### src/verilog/ipic_cfg.svh
// offsets, field positions, vectors and reset values of the interrupt controller
`ifndef IPIC_CFG_SVH
`define IPIC_CFG_SVH

`define IPIC_OFF_SENSE 8'h00
`define IPIC_OFF_PRIO_A 8'h04
`define IPIC_OFF_PRIO_CF 8'h08
`define IPIC_OFF_BSEL_A 8'h0C
`define IPIC_OFF_BSEL_B 8'h10
`define IPIC_OFF_BCTRL 8'h14
`define IPIC_OFF_STAT 8'h18
`define IPIC_OFF_MASK 8'h1C
`define IPIC_OFF_PEND 8'h20

`define IPIC_SENSE_FW 2
`define IPIC_PRIO_FW 4
`define IPIC_FLAG_LBUS_A 0
`define IPIC_FLAG_IBUS_A 1
`define IPIC_FLAG_LBUS_B 2
`define IPIC_FLAG_IBUS_B 3

`define IPIC_EV_ACCEPT 0
`define IPIC_EV_MATCH_A 1
`define IPIC_EV_MATCH_B 2

`define IPIC_VEC_NMI 8'h0B
`define IPIC_VEC_BRK 8'h0C
`define IPIC_VEC_PIN0 8'h40
`define IPIC_VEC_PER0 8'h58
`define IPIC_VEC_PER_STEP 8'h04
`define IPIC_LVL_BRK 5'h0F
`define IPIC_LVL_NMI 5'h10

`define IPIC_RST_SENSE 8'h00
`define IPIC_RST_PRIO 16'h0000
`define IPIC_RST_BSEL 6'h00
`define IPIC_RST_FLAGS 4'h0
`define IPIC_RST_EV 3'h0

`define IPIC_RESP_OKAY 2'h0
`define IPIC_RESP_SLVERR 2'h2

`endif

### src/verilog/ipic_pkg.sv
// types of the interrupt controller
package ipic_pkg;
    // sense field codes in order 00, 01, 10, 11
    typedef enum logic [1:0] {
        SENSE_LOW,
        SENSE_FALL,
        SENSE_RISE,
        SENSE_BOTH
    } ipic_sense_t;

    typedef logic [4:0] ipic_level_t;
    typedef logic [7:0] ipic_vector_t;
endpackage : ipic_pkg

### src/verilog/ipic_ctrl.sv
// interrupt controller: pin sensing, priorities, break monitor and core handshake
// Function
// - 8-bit sense register for four pins
// - sense codes: low, fall, rise, both edges
// - pin3 at 7:6 down to pin0 1:0
// - upper sense byte reads zero
// - each source gets its own vector
// - software priority 0..15 per pin and peripheral source
// - acceptance loads source priority as mask
// - break request fixed at level 15
// - break request edge latched until accepted
// - break acceptance loads mask level 15
// - vector address is four times number
// - equal levels resolved by fixed order
// - any selection group 00 blocks break
// - match flags sticky, software writes zero
// - both channels flag, one request raised
//
// Decided for this implementation: the placing of the registers and the AXI4-Lite interface to the registers.
`timescale 1ns/1ps
`include "ipic_cfg.svh"
module ipic_ctrl (
    // clock and reset
    input wire logic aclk,
    input wire logic aresetn,
    // register bus write
    input wire logic [7:0] s_axi_awaddr,
    input wire logic s_axi_awvalid,
    output logic s_axi_awready,
    input wire logic [31:0] s_axi_wdata,
    input wire logic [3:0] s_axi_wstrb,
    input wire logic s_axi_wvalid,
    output logic s_axi_wready,
    output logic [1:0] s_axi_bresp,
    output logic s_axi_bvalid,
    input wire logic s_axi_bready,
    // register bus read
    input wire logic [7:0] s_axi_araddr,
    input wire logic s_axi_arvalid,
    output logic s_axi_arready,
    output logic [31:0] s_axi_rdata,
    output logic [1:0] s_axi_rresp,
    output logic s_axi_rvalid,
    input wire logic s_axi_rready,
    // interrupt sources
    input wire logic [3:0] ext_int_pin,
    input wire logic nmi_pin,
    input wire logic [3:0] periph_req,
    input wire logic brk_cond_a,
    input wire logic brk_cond_b,
    // processor core
    input wire logic [3:0] cpu_mask_level,
    input wire logic cpu_ack,
    output logic int_req,
    output ipic_pkg::ipic_vector_t int_vector,
    output logic [9:0] int_table_addr,
    output logic [3:0] int_level,
    output logic irq_out
);
    import ipic_pkg::*;

    localparam int NSRC = 10;

    // registers
    logic [7:0] sense_reg;
    logic [15:0] prio_a_reg;
    logic [15:0] prio_cf_reg;
    logic [5:0] bsel_a_reg;
    logic [5:0] bsel_b_reg;
    logic [3:0] flags_reg;
    logic [2:0] status_reg;
    logic [2:0] mask_reg;
    logic brk_pend_reg;
    logic cond_a_reg;
    logic cond_b_reg;
    logic int_req_reg;
    ipic_vector_t int_vector_reg;
    logic [3:0] int_idx_reg;
    logic [3:0] int_level_reg;
    logic irq_out_reg;
    logic awready_reg;
    logic wready_reg;
    logic bvalid_reg;
    logic [1:0] bresp_reg;
    logic arready_reg;
    logic rvalid_reg;
    logic [31:0] rdata_reg;
    logic [1:0] rresp_reg;
    logic rd_sense_reg;

    // ---------------------------------------------
    // register bus decode
    // ---------------------------------------------
    logic wr_fire;
    logic rd_fire;
    logic wsel_sense;
    logic wsel_prio_a;
    logic wsel_prio_cf;
    logic wsel_bsel_a;
    logic wsel_bsel_b;
    logic wsel_bctrl;
    logic wsel_stat;
    logic wsel_mask;
    logic wr_hit;
    logic rd_hit;
    logic [31:0] rd_data_w;
    logic [15:0] wmask16;

    assign wr_fire = awready_reg && s_axi_awvalid && s_axi_wvalid;
    assign rd_fire = arready_reg && s_axi_arvalid;
    assign wsel_sense = wr_fire && s_axi_awaddr == `IPIC_OFF_SENSE;
    assign wsel_prio_a = wr_fire && s_axi_awaddr == `IPIC_OFF_PRIO_A;
    assign wsel_prio_cf = wr_fire && s_axi_awaddr == `IPIC_OFF_PRIO_CF;
    assign wsel_bsel_a = wr_fire && s_axi_awaddr == `IPIC_OFF_BSEL_A;
    assign wsel_bsel_b = wr_fire && s_axi_awaddr == `IPIC_OFF_BSEL_B;
    assign wsel_bctrl = wr_fire && s_axi_awaddr == `IPIC_OFF_BCTRL;
    assign wsel_stat = wr_fire && s_axi_awaddr == `IPIC_OFF_STAT;
    assign wsel_mask = wr_fire && s_axi_awaddr == `IPIC_OFF_MASK;
    assign wr_hit = wsel_sense || wsel_prio_a || wsel_prio_cf || wsel_bsel_a || wsel_bsel_b
        || wsel_bctrl || wsel_stat || wsel_mask;
    assign wmask16 = {{8{s_axi_wstrb[1]}}, {8{s_axi_wstrb[0]}}};

    // ---------------------------------------------
    // source collection and arbitration
    // ---------------------------------------------
    logic [3:0] pin_pend;
    logic nmi_pend;
    logic [NSRC-1:0] src_req;
    ipic_level_t src_lvl [NSRC];
    ipic_vector_t src_vec [NSRC];
    logic [NSRC-1:0] src_acc;
    logic ack_hit;
    logic best_hit;
    logic [3:0] best_idx;
    ipic_level_t best_lvl;

    assign ack_hit = cpu_ack && int_req_reg;
    assign src_req = {periph_req, pin_pend, nmi_pend, brk_pend_reg};
    assign src_lvl[0] = `IPIC_LVL_BRK;
    assign src_vec[0] = `IPIC_VEC_BRK;
    assign src_lvl[1] = `IPIC_LVL_NMI;
    assign src_vec[1] = `IPIC_VEC_NMI;

    genvar g;
    generate
        for (g = 0; g < 4; g++) begin : g_src
            ipic_sense_t mode_w;
            assign mode_w = ipic_sense_t'(sense_reg[`IPIC_SENSE_FW*g +: `IPIC_SENSE_FW]);
            ipic_pin_sense u_pin (
                .aclk(aclk),
                .aresetn(aresetn),
                .pin_async(ext_int_pin[g]),
                .mode(mode_w),
                .accept(src_acc[2+g]),
                .pending(pin_pend[g])
            );
            // pin0 owns the top priority nibble, pin3 the bottom one
            assign src_lvl[2+g] = {1'b0, prio_a_reg[`IPIC_PRIO_FW*(3-g) +: `IPIC_PRIO_FW]};
            assign src_vec[2+g] = `IPIC_VEC_PIN0 + 8'(g);
            assign src_lvl[6+g] = {1'b0, prio_cf_reg[`IPIC_PRIO_FW*(3-g) +: `IPIC_PRIO_FW]};
            assign src_vec[6+g] = `IPIC_VEC_PER0 + 8'(g * 4);
        end
    endgenerate

    ipic_pin_sense u_nmi (
        .aclk(aclk),
        .aresetn(aresetn),
        .pin_async(nmi_pin),
        .mode(SENSE_FALL),
        .accept(src_acc[1]),
        .pending(nmi_pend)
    );

    always_comb begin
        best_hit = 1'b0;
        best_idx = 4'h0;
        best_lvl = 5'h00;
        src_acc = '0;
        // walk upward from the lowest ranked entry so ties go to the earlier one
        for (int i = NSRC - 1; i >= 0; i--) begin
            if (src_req[i] && src_lvl[i] > {1'b0, cpu_mask_level} && (!best_hit || src_lvl[i] >= best_lvl)) begin
                best_hit = 1'b1;
                best_idx = 4'(i);
                best_lvl = src_lvl[i];
            end
            src_acc[i] = ack_hit && int_idx_reg == 4'(i);
        end
    end

    // ---------------------------------------------
    // break monitor
    // ---------------------------------------------
    logic cfg_ok_a;
    logic cfg_ok_b;
    logic match_a;
    logic match_b;
    logic [3:0] flag_set;
    logic [3:0] flag_keep;
    logic brk_pend_next;

    assign cfg_ok_a = bsel_a_reg[5:4] != 2'h0 && bsel_a_reg[3:2] != 2'h0 && bsel_a_reg[1:0] != 2'h0;
    assign cfg_ok_b = bsel_b_reg[5:4] != 2'h0 && bsel_b_reg[3:2] != 2'h0 && bsel_b_reg[1:0] != 2'h0;
    assign match_a = brk_cond_a && !cond_a_reg && cfg_ok_a;
    assign match_b = brk_cond_b && !cond_b_reg && cfg_ok_b;
    assign flag_set[`IPIC_FLAG_LBUS_A] = match_a && bsel_a_reg[4];
    assign flag_set[`IPIC_FLAG_IBUS_A] = match_a && bsel_a_reg[5];
    assign flag_set[`IPIC_FLAG_LBUS_B] = match_b && bsel_b_reg[4];
    assign flag_set[`IPIC_FLAG_IBUS_B] = match_b && bsel_b_reg[5];
    // flags only fall when software writes a zero; a new match wins
    assign flag_keep = (wsel_bctrl && s_axi_wstrb[0]) ? s_axi_wdata[3:0] : 4'hF;
    // both channels feed one latched request
    assign brk_pend_next = match_a || match_b || (brk_pend_reg && !src_acc[0]);

    // ---------------------------------------------
    // interrupt status and read data
    // ---------------------------------------------
    logic [2:0] ev_set;
    logic [2:0] ev_clr;

    assign ev_set = {match_b, match_a, ack_hit};
    assign ev_clr = (wsel_stat && s_axi_wstrb[0]) ? s_axi_wdata[2:0] : 3'h0;
    assign rd_hit = s_axi_araddr <= `IPIC_OFF_PEND && s_axi_araddr[1:0] == 2'h0;
    assign rd_data_w = (s_axi_araddr == `IPIC_OFF_SENSE) ? {24'h000000, sense_reg}
        : (s_axi_araddr == `IPIC_OFF_PRIO_A) ? {16'h0000, prio_a_reg}
        : (s_axi_araddr == `IPIC_OFF_PRIO_CF) ? {16'h0000, prio_cf_reg}
        : (s_axi_araddr == `IPIC_OFF_BSEL_A) ? {26'h0, bsel_a_reg}
        : (s_axi_araddr == `IPIC_OFF_BSEL_B) ? {26'h0, bsel_b_reg}
        : (s_axi_araddr == `IPIC_OFF_BCTRL) ? {28'h0000000, flags_reg}
        : (s_axi_araddr == `IPIC_OFF_STAT) ? {29'h0, status_reg}
        : (s_axi_araddr == `IPIC_OFF_MASK) ? {29'h0, mask_reg}
        : (s_axi_araddr == `IPIC_OFF_PEND) ? {22'h0, src_req}
        : 32'h00000000;

    // ---------------------------------------------
    // register bus handshake
    // ---------------------------------------------
    always_ff @(posedge aclk) begin
        if (!aresetn) begin
            awready_reg <= 1'b0;
            wready_reg <= 1'b0;
            bvalid_reg <= 1'b0;
            bresp_reg <= `IPIC_RESP_OKAY;
            arready_reg <= 1'b0;
            rvalid_reg <= 1'b0;
            rdata_reg <= 32'h00000000;
            rresp_reg <= `IPIC_RESP_OKAY;
            rd_sense_reg <= 1'b0;
        end else begin
            awready_reg <= s_axi_awvalid && s_axi_wvalid && !awready_reg && !bvalid_reg;
            wready_reg <= s_axi_awvalid && s_axi_wvalid && !awready_reg && !bvalid_reg;
            if (wr_fire) begin
                bvalid_reg <= 1'b1;
                bresp_reg <= wr_hit ? `IPIC_RESP_OKAY : `IPIC_RESP_SLVERR;
            end else if (s_axi_bready) begin
                bvalid_reg <= 1'b0;
            end
            arready_reg <= s_axi_arvalid && !arready_reg && !rvalid_reg;
            if (rd_fire) begin
                rvalid_reg <= 1'b1;
                rdata_reg <= rd_data_w;
                rresp_reg <= rd_hit ? `IPIC_RESP_OKAY : `IPIC_RESP_SLVERR;
                rd_sense_reg <= s_axi_araddr == `IPIC_OFF_SENSE;
            end else if (s_axi_rready) begin
                rvalid_reg <= 1'b0;
            end
        end
    end

    // ---------------------------------------------
    // configuration registers
    // ---------------------------------------------
    always_ff @(posedge aclk) begin
        if (!aresetn) begin
            sense_reg <= `IPIC_RST_SENSE;
            prio_a_reg <= `IPIC_RST_PRIO;
            prio_cf_reg <= `IPIC_RST_PRIO;
            bsel_a_reg <= `IPIC_RST_BSEL;
            bsel_b_reg <= `IPIC_RST_BSEL;
            mask_reg <= `IPIC_RST_EV;
        end else begin
            if (wsel_sense && s_axi_wstrb[0]) begin
                sense_reg <= s_axi_wdata[7:0];
            end
            if (wsel_prio_a) begin
                prio_a_reg <= (prio_a_reg & ~wmask16) | (s_axi_wdata[15:0] & wmask16);
            end
            if (wsel_prio_cf) begin
                prio_cf_reg <= (prio_cf_reg & ~wmask16) | (s_axi_wdata[15:0] & wmask16);
            end
            if (wsel_bsel_a && s_axi_wstrb[0]) begin
                bsel_a_reg <= s_axi_wdata[5:0];
            end
            if (wsel_bsel_b && s_axi_wstrb[0]) begin
                bsel_b_reg <= s_axi_wdata[5:0];
            end
            if (wsel_mask && s_axi_wstrb[0]) begin
                mask_reg <= s_axi_wdata[2:0];
            end
        end
    end

    // ---------------------------------------------
    // break state, events and core handshake
    // ---------------------------------------------
    always_ff @(posedge aclk) begin
        if (!aresetn) begin
            cond_a_reg <= 1'b0;
            cond_b_reg <= 1'b0;
            flags_reg <= `IPIC_RST_FLAGS;
            brk_pend_reg <= 1'b0;
            status_reg <= `IPIC_RST_EV;
            irq_out_reg <= 1'b0;
            int_req_reg <= 1'b0;
            int_vector_reg <= 8'h00;
            int_idx_reg <= 4'h0;
            int_level_reg <= 4'h0;
        end else begin
            cond_a_reg <= brk_cond_a;
            cond_b_reg <= brk_cond_b;
            flags_reg <= (flags_reg & flag_keep) | flag_set;
            brk_pend_reg <= brk_pend_next;
            status_reg <= (status_reg & ~ev_clr) | ev_set;
            irq_out_reg <= |(status_reg & mask_reg);
            // drop the request in the acceptance cycle so it is not taken twice
            int_req_reg <= best_hit && !ack_hit;
            int_vector_reg <= src_vec[best_idx];
            int_idx_reg <= best_idx;
            int_level_reg <= best_lvl[4] ? 4'hF : best_lvl[3:0];
        end
    end

    assign s_axi_awready = awready_reg;
    assign s_axi_wready = wready_reg;
    assign s_axi_bvalid = bvalid_reg;
    assign s_axi_bresp = bresp_reg;
    assign s_axi_arready = arready_reg;
    assign s_axi_rvalid = rvalid_reg;
    assign s_axi_rdata = rdata_reg;
    assign s_axi_rresp = rresp_reg;
    assign int_req = int_req_reg;
    assign int_vector = int_vector_reg;
    assign int_table_addr = {int_vector_reg, 2'b00};
    assign int_level = int_level_reg;
    assign irq_out = irq_out_reg;
endmodule : ipic_ctrl

### src/verilog/ipic_pin_sense.sv
// synchroniser and request detector for one external interrupt pin
`timescale 1ns/1ps
module ipic_pin_sense (
    // clock and reset
    input wire logic aclk,
    input wire logic aresetn,
    // pin and mode
    input wire logic pin_async,
    input wire ipic_pkg::ipic_sense_t mode,
    // request handshake
    input wire logic accept,
    output logic pending
);
    import ipic_pkg::*;

    logic s1_reg;
    logic s2_reg;
    logic s3_reg;
    logic filt_reg;
    logic pend_reg;
    logic filt_next;
    logic fall_w;
    logic rise_w;
    logic edge_hit;
    logic pend_next;

    // ---------------------------------------------
    // filtered pin level
    // ---------------------------------------------
    assign filt_next = (s2_reg == s3_reg) ? s2_reg : filt_reg;
    assign fall_w = filt_reg && !filt_next;
    assign rise_w = !filt_reg && filt_next;
    assign edge_hit = (mode == SENSE_FALL && fall_w) || (mode == SENSE_RISE && rise_w)
        || (mode == SENSE_BOTH && (fall_w || rise_w));
    // level mode follows the pin, edge modes latch until accepted
    assign pend_next = (mode == SENSE_LOW) ? !filt_next : (edge_hit || (pend_reg && !accept));
    assign pending = pend_reg;

    always_ff @(posedge aclk) begin
        if (!aresetn) begin
            s1_reg <= 1'b1;
            s2_reg <= 1'b1;
            s3_reg <= 1'b1;
            filt_reg <= 1'b1;
            pend_reg <= 1'b0;
        end else begin
            s1_reg <= pin_async;
            s2_reg <= s1_reg;
            s3_reg <= s2_reg;
            filt_reg <= filt_next;
            pend_reg <= pend_next;
        end
    end
endmodule : ipic_pin_sense

### config.mk
export PLATFORM = sky130hd
export DESIGN_NAME = ipic_ctrl
export DESIGN_NICKNAME = d
export VERILOG_FILES = /design/src/verilog/ipic_pkg.sv /design/src/verilog/ipic_ctrl.sv /design/src/verilog/ipic_pin_sense.sv
export VERILOG_INCLUDE_DIRS = /design/src /design/src/verilog
export SDC_FILE = /design/constraint.sdc
export NUM_CORES = 1
export LEC_CHECK = 0
export BUFFER_PORTS_ARGS = -buffer_cell sky130_fd_sc_hd__buf_2
export CAP_MARGIN = 20
export CORE_ASPECT_RATIO = 1.5
export CORE_MARGIN = 1.5
export CORE_UTILIZATION = 47
export DETAILED_ROUTE_END_ITERATION = 7
export PLACE_DENSITY = 0.69
export SLEW_MARGIN = 20
export SYNTH_ARGS = -nofsm -noshare
export SYNTH_HDL_FRONTEND = slang
export SYNTH_SLANG_ARGS = --single-unit
### constraint.sdc
create_clock -name aclk -period 18.2 [get_ports aclk]
set_input_delay 1.82 -clock aclk [delete_from_list [all_inputs] [get_ports aclk]]
set_output_delay 1.82 -clock aclk [all_outputs]
set_load 0.01 [all_outputs]
==> impl_summary.txt, run 1 <==
----------------------------------------------------
[Global route]
  Maximum number of pins on one net before global-route repair ... 83
  Number of global-route vias before repair ... 6473
  Global-route usage over all layers ... 26.96%
  Initial antenna violation count ... 0
  Wire length of the first global-routing pass ... 34490 µm
  Overflow left after global routing ... 0

[Route]
  Iteration-0 DRC count of the detailed router ... 412
  Routed WL per cell ... 18.40 µm
  Via count ... 7007
  First-pass DRT Iterations ... 5
  DRT antenna net count ... 0
  Number of remaining DRC errors ... 0
  Routed wire length ... 22030 µm
  Drt via density ... 5.854

[Logic synthesis]
  Most frequently used flop master after synthesis ... sky130_fd_sc_hd__dfxtp_1
  Total of flip-flops plus latches after synthesis ... 128
  Async set-or-reset flop fraction in the synthesized netlist ... 0%
  Xor-xnor portion of the synthesized cell area ... 0%
  Proportion of synthesized area in mux cells ... 5.239%
  Share of the synthesized area in compound gates (AO/OA/AOI/OAI) ... 21.64%
  Area fraction in and, or, nand and nor cells after synthesis ... 21.16%
  Share of the yosys chip area belonging to registers ... 34.17%
  Post-synthesis adder-cell area fraction ... 11.51%
  Count of flip-flops with a built-in enable after synthesis ... 0
  YS warnings ... 0
  Synthesized cell area ... 0.007498 mm²
  Largest family of logic cells by synthesized area ... compound AO/OA/AOI/OAI gates
  Library cells used by synthesis ... 68
  Mean area per synthesized cell ... 8.313 µm²
  Number of instances in the synthesized netlist ... 902

[Timing]
  Share of the clock period used by the worst path ... 83.94%
  Final hold vios ... 0
  Slew of the pin with the lowest slew margin ... 1.024 ns
  Slew Limit Fails ... 0
  Total Neg Setup Slack ... 0 ns
  Largest clock skew in the final design ... 0.007609 ns
  Max Clk Rate ... 65.46 MHz
  Max transition margin ... 30.80%
  Time the worst path needs with I/O delays and setup ... 15.28 ns
  Unrepaired setup endpoints after global routing ... no
  Setup-violating endpoint count in the final report ... 0

[Final layout]
  Final-layout fill cell count ... 1491
  Share of cells above drive strength 1 ... 15.19%
  Signed area change from the synthesized netlist to the final layout ... 14.00%
  Antenna Cells ... 0
  Post-Route Utilization ... 54.71%
  Post-layout net count ... 1125

[Critical path]
  Highest-delay cell along the critical path ... sky130_fd_sc_hd__o31ai_1
  CP Data Arrival Time ... 15.63 ns
  Critical Path Start Type ... primary input
  Reg2reg path depth ... 58
  Most used cell, CP ... sky130_fd_sc_hd__a21o_1
  Critical path fanouts, max ... 11
  Worst r2r dst ... int_vector[3]$_SDFF_PN0_
  WP data required ... 18.55 ns
  Count of cell instances traversed by the critical path ... 60
  Biggest cell delay along the critical path ... 0.57 ns
  R2R setup slack ... 4.47 ns
  Family of cells with the greatest summed delay on the critical path ... compound AO/OA/AOI/OAI gates
  First element of the critical path ... cpu_mask_level[1]
  Number of buffer and inverter instances along the worst setup path ... 4
  Critical path capture point type ... flip-flop
  Critical path class ... primary input to flip-flop
  Capturing instance or port of the critical path ... int_vector[3]$_SDFF_PN0_

[Clock tree]
  Clock buffer count from CTS ... 17
  CTS Root Cell ... sky130_fd_sc_hd__clkbuf_16
  Max H-tree Level ... 4
  Post-CTS Setup Bufs ... 0
  Post-CTS clock slew at the launch and capture registers of the worst setup and hold paths ... 0.06 ns
  Clock Sink Count ... 128
  Count of instances resized after the clock tree is built ... 0
  Buffer levels on the longest clock path ... 2
  CTS tree ... done
  Worst-skew pair later-pin latency ... 0.43 ns
  Hold bufs inserted after CTS ... 0

[Floorplanning]
  Die height ... 157.7 µm
  Placeable core area ... 0.01563 mm²
  Initial standard-cell utilization of the core ... 47.99%
  Die X ... 106.1 µm
  DIE AREA ... 0.01674 mm²
  Number of primary I/O pins ... 140
  Rows ... 56

[Power]
  LEAKAGE ... 3.570 nW
  Total power divided by cell area ... 78.57 mW/mm²
  Highest ir drop seen on vdd ... 54.32 µV
  Total power ... 671.6 µW

[Job]
  Count of maximum capacitance violations ... 0

[Run status]
  Status ... completed

[Placed design]
  Port Buffers ... 99
  Final estimated routing congestion in global placement ... 0.9401
  Post-DP HPWL ... 16330 µm

[Hold path]
  Type of the worst min-delay path ... flip-flop to flip-flop

----------------------------------------------------
cell families after synthesis:
family,after synthesis
AOI/OAI and AO/OA,246
buffers and inverters,90
other,1
muxes,39
and+or+nand+nor,329
DFF,128
adders and majority gates,69
metrics by stage:
step                worst slack (ns)  hold WS [ns]  instances  area (µm²)
finish                         2.923        0.4018       1197        8548
CTS                            3.176        0.4044       1197        8548
global route                   2.104        0.4232       1197        8548
detailed placement             2.800        0.3930       1165        7976
floorplan                      4.966        0.3863        923        7577
global placement               2.897        0.3931       1165        7976
routing by layer:
layer / vias to the layer above / part of all wire, % / global-route usage, %
li1: 3379 / - / -
met1: 3275 / 39 / 30.77
met2: 289 / 50 / 47.40
met3: 64 / 6.0 / 4.405
met4: 0 / 5.0 / 15.38
met5: - / 0 / 0
power by group:
group | internal (mW) | total, mW | leakage, nW | switching [mW]
Clock | 0.195 | 0.336 | 0.281 | 0.142
Combinational | 0.0171 | 0.0480 | 2.25 | 0.0309
Sequential | 0.285 | 0.287 | 1.04 | 0.00253
cell type report:
type                    count  area (µm²)  area share (%)
multi-input cells         705        4548           53.21
flip-flops and latches    128        2562           29.98
repair buffers            100       503.0           5.884
clock buffers              19       442.9           5.182
well taps                 203       254.0           2.971
clock inverters            13       128.9           1.508
inverters                  29       108.9           1.273
cell usage after synthesis (4+ instances only):
master | number | area share, %
sky130_fd_sc_hd__or3_1 | 7 | 0.58
sky130_fd_sc_hd__nand2_1 | 113 | 5.7
sky130_fd_sc_hd__mux2i_1 | 37 | 4.9
sky130_fd_sc_hd__nor4b_1 | 4 | 0.47
sky130_fd_sc_hd__a31oi_1 | 4 | 0.33
sky130_fd_sc_hd__a222oi_1 | 4 | 0.53
sky130_fd_sc_hd__buf_4 | 32 | 3.2
sky130_fd_sc_hd__clkbuf_1 | 26 | 1.3
sky130_fd_sc_hd__nand2b_1 | 29 | 2.4
sky130_fd_sc_hd__a22oi_1 | 5 | 0.50
sky130_fd_sc_hd__a211oi_1 | 9 | 0.90
sky130_fd_sc_hd__nand3_1 | 12 | 0.80
sky130_fd_sc_hd__nor2b_1 | 9 | 0.75
sky130_fd_sc_hd__dfxtp_1 | 128 | 34
sky130_fd_sc_hd__o21ai_0 | 42 | 2.8
sky130_fd_sc_hd__a21o_1 | 16 | 1.6
sky130_fd_sc_hd__nor2_1 | 76 | 3.8
sky130_fd_sc_hd__nor3_1 | 26 | 1.7
sky130_fd_sc_hd__nor4_1 | 5 | 0.42
sky130_fd_sc_hd__inv_1 | 28 | 1.4
sky130_fd_sc_hd__o21a_1 | 7 | 0.70
sky130_fd_sc_hd__o31ai_1 | 11 | 1.1
sky130_fd_sc_hd__and2_1 | 9 | 0.75
sky130_fd_sc_hd__nand3b_1 | 4 | 0.40
sky130_fd_sc_hd__ha_1 | 69 | 12
sky130_fd_sc_hd__a2bb2oi_1 | 4 | 0.47
sky130_fd_sc_hd__a221oi_1 | 10 | 1.2
sky130_fd_sc_hd__a21oi_1 | 85 | 5.7
sky130_fd_sc_hd__nand4_1 | 10 | 0.83
sky130_fd_sc_hd__o211ai_1 | 16 | 1.6
sky130_fd_sc_hd__and3_1 | 7 | 0.58
placed cells by master (no fill, tap or decap), drive strengths merged, types with 5 or more instances in the layout:
| master | Yosys | layout |
|---|---|---|
| nand4 | 10 | 10 |
| a31oi | 5 | 5 |
| mux2i | 37 | 37 |
| clkinv | 0 | 5 |
| a22oi | 5 | 5 |
| o21ai | 44 | 44 |
| o31ai | 11 | 11 |
| a21o | 16 | 16 |
| nor2 | 78 | 78 |
| and2 | 9 | 9 |
| dfxtp | 128 | 128 |
| conb | 1 | 22 |
| nor4 | 5 | 5 |
| o211ai | 16 | 16 |
| clkbuf | 27 | 19 |
| nand2 | 113 | 113 |
| a211oi | 9 | 9 |
| a221oi | 10 | 10 |
| buf | 34 | 100 |
| nor2b | 10 | 10 |
| or3 | 7 | 7 |
| a21oi | 87 | 87 |
| and3 | 7 | 7 |
| o21a | 7 | 7 |
| nor3 | 26 | 26 |
| nand3 | 12 | 12 |
| ha | 69 | 69 |
| inv | 29 | 35 |
| nand2b | 29 | 29 |
how the worst min path moves through the flow:
stage	slack (ns)	from	cells past startpoint	to
floorplan	0.39	g_src[0].u_pin.s1_reg$_SDFF_PN1_	1	g_src[0].u_pin.s2_reg$_SDFF_PN1_
global placement	0.39	g_src[0].u_pin.s1_reg$_SDFF_PN1_	1	g_src[0].u_pin.s2_reg$_SDFF_PN1_
detailed placement	0.39	u_nmi.s1_reg$_SDFF_PN1_	1	u_nmi.s2_reg$_SDFF_PN1_
CTS	0.40	u_nmi.s1_reg$_SDFF_PN1_	1	u_nmi.s2_reg$_SDFF_PN1_
global route	0.42	u_nmi.s1_reg$_SDFF_PN1_	1	u_nmi.s2_reg$_SDFF_PN1_
finish	0.40	u_nmi.s1_reg$_SDFF_PN1_	1	u_nmi.s2_reg$_SDFF_PN1_
No activity file was read; power rests on OpenSTA's default activity.
==> inputs of run 2 (changes only) <==
--- a/config.mk
+++ b/config.mk
@@ -6,13 +6,14 @@
 export SDC_FILE = /design/constraint.sdc
 export NUM_CORES = 1
 export LEC_CHECK = 0
+export ABC_AREA = 1
 export BUFFER_PORTS_ARGS = -buffer_cell sky130_fd_sc_hd__buf_2
 export CAP_MARGIN = 20
 export CORE_ASPECT_RATIO = 1.5
 export CORE_MARGIN = 1.5
 export CORE_UTILIZATION = 47
 export DETAILED_ROUTE_END_ITERATION = 7
-export PLACE_DENSITY = 0.69
+export PLACE_DENSITY = 0.72
 export SLEW_MARGIN = 20
 export SYNTH_ARGS = -nofsm -noshare
 export SYNTH_HDL_FRONTEND = slang
==> constraint.sdc (replaced) <==
create_clock -name aclk -period 13.2 [get_ports aclk]
set_input_delay 1.32 -clock aclk [delete_from_list [all_inputs] [get_ports aclk]]
set_output_delay 1.32 -clock aclk [all_outputs]
set_load 0.01 [all_outputs]
==> impl_summary.txt, run 2 <==
----------------------------------------------------
[Run status]
  Status ... completed

[Final layout]
  Share of cells above drive strength 1 ... 17.28% (+2.1 points)
  Signed area change from the synthesized netlist to the final layout ... 15.05%
  Commonest non-fill, non-tap cells in the layout ... sky130_fd_sc_hd__nand2_1, sky130_fd_sc_hd__inv_1, sky130_fd_sc_hd__dfxtp_1, sky130_fd_sc_hd__a21oi_1, sky130_fd_sc_hd__buf_2
  Most frequent standard cell in the layout excluding fill and tap cells ... sky130_fd_sc_hd__nand2_1
  Antenna Cells ... 0 (unchanged)
  Post-layout net count ... 1271 (+13%)

[Placed design]
  Worst setup timing slack at the placement stage ... 1.783 ns (-1.018 ns)
  Final estimated routing congestion in global placement ... 0.9568 (+1.8%)
  Post-DP HPWL ... 16110 µm (-1.4%)
  Port Buffers ... 99 (unchanged)

[Timing]
  Largest clock skew in the final design ... 0.006406 ns (-0.001202 ns)
  Unrepaired setup endpoints after global routing ... no
  Max Clk Rate ... 90.47 MHz
  Max transition margin ... 29.97% (-0.83 points)
  Slew Limit Fails ... 0 (unchanged)
  Post-layout worst setup margin ... 2.147 ns (-0.7755 ns)
  Final hold vios ... 0 (unchanged)
  Slew of the pin with the lowest slew margin ... 1.042 ns (+0.01887 ns)
  Setup-violating endpoint count in the final report ... 0 (unchanged)
  Total Neg Setup Slack ... 0 ns (unchanged)
  Share of the clock period used by the worst path ... 83.73%
  Time the worst path needs with I/O delays and setup ... 11.05 ns

[Logic synthesis]
  Share of the synthesized area in compound gates (AO/OA/AOI/OAI) ... 19.81% (-1.8 points)
  Number of instances in the synthesized netlist ... 1044 (+16%)
  Synthesized cell area ... 0.007700 mm² (+2.7%)
  Most frequently used flop master after synthesis ... sky130_fd_sc_hd__dfxtp_1
  Library cells used by synthesis ... 52 (-24%)
  Area fraction in and, or, nand and nor cells after synthesis ... 23.19% (+2.0 points)
  Largest family of logic cells by synthesized area ... simple AND/OR/NAND/NOR gates
  Proportion of synthesized area in mux cells ... 0% (-5.2 points)
  Async set-or-reset flop fraction in the synthesized netlist ... 0% (unchanged)
  Post-synthesis adder-cell area fraction ... 11.21% (-0.30 points)
  Share of the yosys chip area belonging to registers ... 33.28% (-0.89 points)
  Mean area per synthesized cell ... 7.375 µm² (-11%)
  YS warnings ... 0 (unchanged)
  Most area-hungry cell type in the Yosys netlist ... sky130_fd_sc_hd__dfxtp_1
  Xor-xnor portion of the synthesized cell area ... 0% (unchanged)
  Count of flip-flops with a built-in enable after synthesis ... 0 (unchanged)
  List of most frequent post-synthesis cells ... sky130_fd_sc_hd__nand2_1, sky130_fd_sc_hd__inv_1, sky130_fd_sc_hd__dfxtp_1
  Synth top area share ... 33.28% (-0.89 points)
  Most repeated cell in the gate-level netlist after synthesis ... sky130_fd_sc_hd__nand2_1
  Total of flip-flops plus latches after synthesis ... 128 (unchanged)
  Biggest area contributors in the synthesized netlist ... sky130_fd_sc_hd__dfxtp_1, sky130_fd_sc_hd__ha_1, sky130_fd_sc_hd__nand2_1

[Clock tree]
  Post-CTS clock slew at the launch and capture registers of the worst setup and hold paths ... 0.06 ns (about the same)
  Hold bufs inserted after CTS ... 0 (unchanged)
  CTS tree ... done
  Clock Sink Count ... 128 (unchanged)
  CTS Root Cell ... sky130_fd_sc_hd__clkbuf_16
  Buffer levels on the longest clock path ... 2 (unchanged)
  Max H-tree Level ... 4 (unchanged)
  Worst-skew pair later-pin latency ... 0.42 ns (about the same)
  Clock buffer count from CTS ... 17 (unchanged)
  Post-CTS Setup Bufs ... 0 (unchanged)
  Count of instances resized after the clock tree is built ... 0 (unchanged)

[Route]
  Wire length on met3 ... 1165 µm (-11%)
  Number of remaining DRC errors ... 0 (unchanged)
  Drt via density ... 5.368 (-8.3%)
  DRT met1 WL ... 8018 µm (-7.2%)
  DRT antenna net count ... 0 (unchanged)
  Routed wire length ... 21420 µm (-2.8%)
  Highest signal layer in the routed design ... met4
  Via count ... 7226 (+3.1%)
  Iteration-0 DRC count of the detailed router ... 373 (-9.5%)
  Routed WL per cell ... 15.91 µm (-14%)
  First-pass DRT Iterations ... 5 (unchanged)
  Met2 Wirelength ... 10900 µm (-0.62%)

[Hold path]
  Worst Hold Depth ... 1 (unchanged)
  Type of the worst min-delay path ... flip-flop to flip-flop

[Critical path]
  Family of cells with the greatest summed delay on the critical path ... simple AND/OR/NAND/NOR gates
  WP data required ... 13.56 ns (-4.99 ns)
  Critical path class ... primary input to flip-flop
  Highest-delay cell along the critical path ... sky130_fd_sc_hd__inv_1
  Critical Path Start Type ... primary input
  Count of cell instances traversed by the critical path ... 76 (+27%)
  Critical path capture point type ... flip-flop
  CP Data Arrival Time ... 11.41 ns (-4.22 ns)
  Critical path fanouts, max ... 12 (+1)
  Most used cell, CP ... sky130_fd_sc_hd__nand2_1
  Biggest cell delay along the critical path ... 0.36 ns (-0.21 ns)
  Reg2reg path depth ... 75 (+29%)
  Number of buffer and inverter instances along the worst setup path ... 10 (+6)

[Job]
  Count of maximum capacitance violations ... 0 (unchanged)

[Power]
  Switching fraction of total power ... 24.40% (-1.7 points)
  LEAKAGE ... 4.163 nW (+17%)
  Sequential share of power ... 39.7% (-3.1 points)
  Combinational cell fraction of total power ... 6.8% (-0.3 points)
  Share of total power in the clock network ... 53.5% (+3.4 points)
  Internal power ... 750.4 µW (+51%)
  Switching Power ... 242.2 µW (+38%)
  Highest ir drop seen on vdd ... 80.75 µV (+49%)
  Total power divided by cell area ... 112.1 mW/mm² (+43%)

[Global route]
  Maximum number of pins on one net before global-route repair ... 68 (-18%)
  Wire length of the first global-routing pass ... 34200 µm (-0.86%)
  Overflow left after global routing ... 0 (unchanged)
  Initial antenna violation count ... 0 (unchanged)
  Number of global-route vias before repair ... 7024 (+8.5%)
  Global-route usage over all layers ... 25.73% (-1.2 points)

[Floorplanning]
  Die X ... 107.5 µm (+1.3%)
  DIE AREA ... 0.01718 mm² (+2.6%)
  Placeable core area ... 0.01612 mm² (+3.2%)
  Rows ... 57 (+1.8%)
  Number of primary I/O pins ... 140 (unchanged)
  Initial standard-cell utilization of the core ... 47.77% (-0.22 points)
  Die height ... 159.8 µm (+1.3%)

----------------------------------------------------
## run 2: power by group through the flow
stage / logic (mW) / clock network, mW / registers [mW]
floorplan: 0.0448 / 0 / 0.403
global placement: 0.0656 / 0 / 0.402
detailed placement: 0.0672 / 0 / 0.403
CTS: 0.0675 / 0.534 / 0.394
global route: 0.0753 / 0.548 / 0.394
finish: 0.0676 / 0.531 / 0.394
## run 2: metal layers
layer,track usage (%),up-vias
li1,-,3608
met4,15.85,0
met2,46.47,242
met5,0,-
met3,4.612,88
met1,27.09,3288
## run 2: cell families after synthesis
logic type,count (synthesis)
flip-flops,128
AO/OA/AOI/OAI,264
adder cells (fa/ha/maj),69
buffers and inverters,220
other,1
AND/OR/NAND/NOR,362
## run 2: area by class of cell
cell class	instances	area, µm²
multi-input combinational	717	4257
clock inverter	12	192.7
tap	206	257.7
sequential	128	2562
clock buffer	20	466.7
fill	1586	7259
inverter	161	604.3
timing repair buffer	102	518.0
## run 2: worst register-to-register path: cells and delay by family (launching register included)
family / cells / cell delay, ns
and+or+nand+nor: 41 / 4.43
adders and majority gates: 9 / 2.44
AOI/OAI and AO/OA: 17 / 2.30
buffers and inverters: 8 / 0.42
DFF: 1 / 0.32
## run 2: stage by stage
step           power (mW)  cell area [µm²]  util (%)  hold WS [ns]  std cells
2_1_floorplan      0.4480             7779         -        0.3915       1065
3_3_place_gp       0.4681             8199     50.87        0.3939       1314
3_5_place_dp       0.4698             8199     50.87        0.3980       1314
4_1_cts            0.9955             8859     54.96        0.4101       1346
5_1_grt             1.018             8859     54.96        0.4147       1346
6_report           0.9926             8859     54.96        0.4107       1346
## run 2: final timing paths
check	startpoint	end	slack (ns)
setup / recovery	cpu_mask_level[3]	int_vector[3]$_SDFF_PN0_	2.15
hold reg to reg	g_src[2].u_pin.s1_reg$_SDFF_PN1_	g_src[2].u_pin.s2_reg$_SDFF_PN1_	0.41
setup reg to reg	flip-flop	int_vector[3]$_SDFF_PN0_	3.18
hold / removal	g_src[2].u_pin.s1_reg$_SDFF_PN1_	g_src[2].u_pin.s2_reg$_SDFF_PN1_	0.41
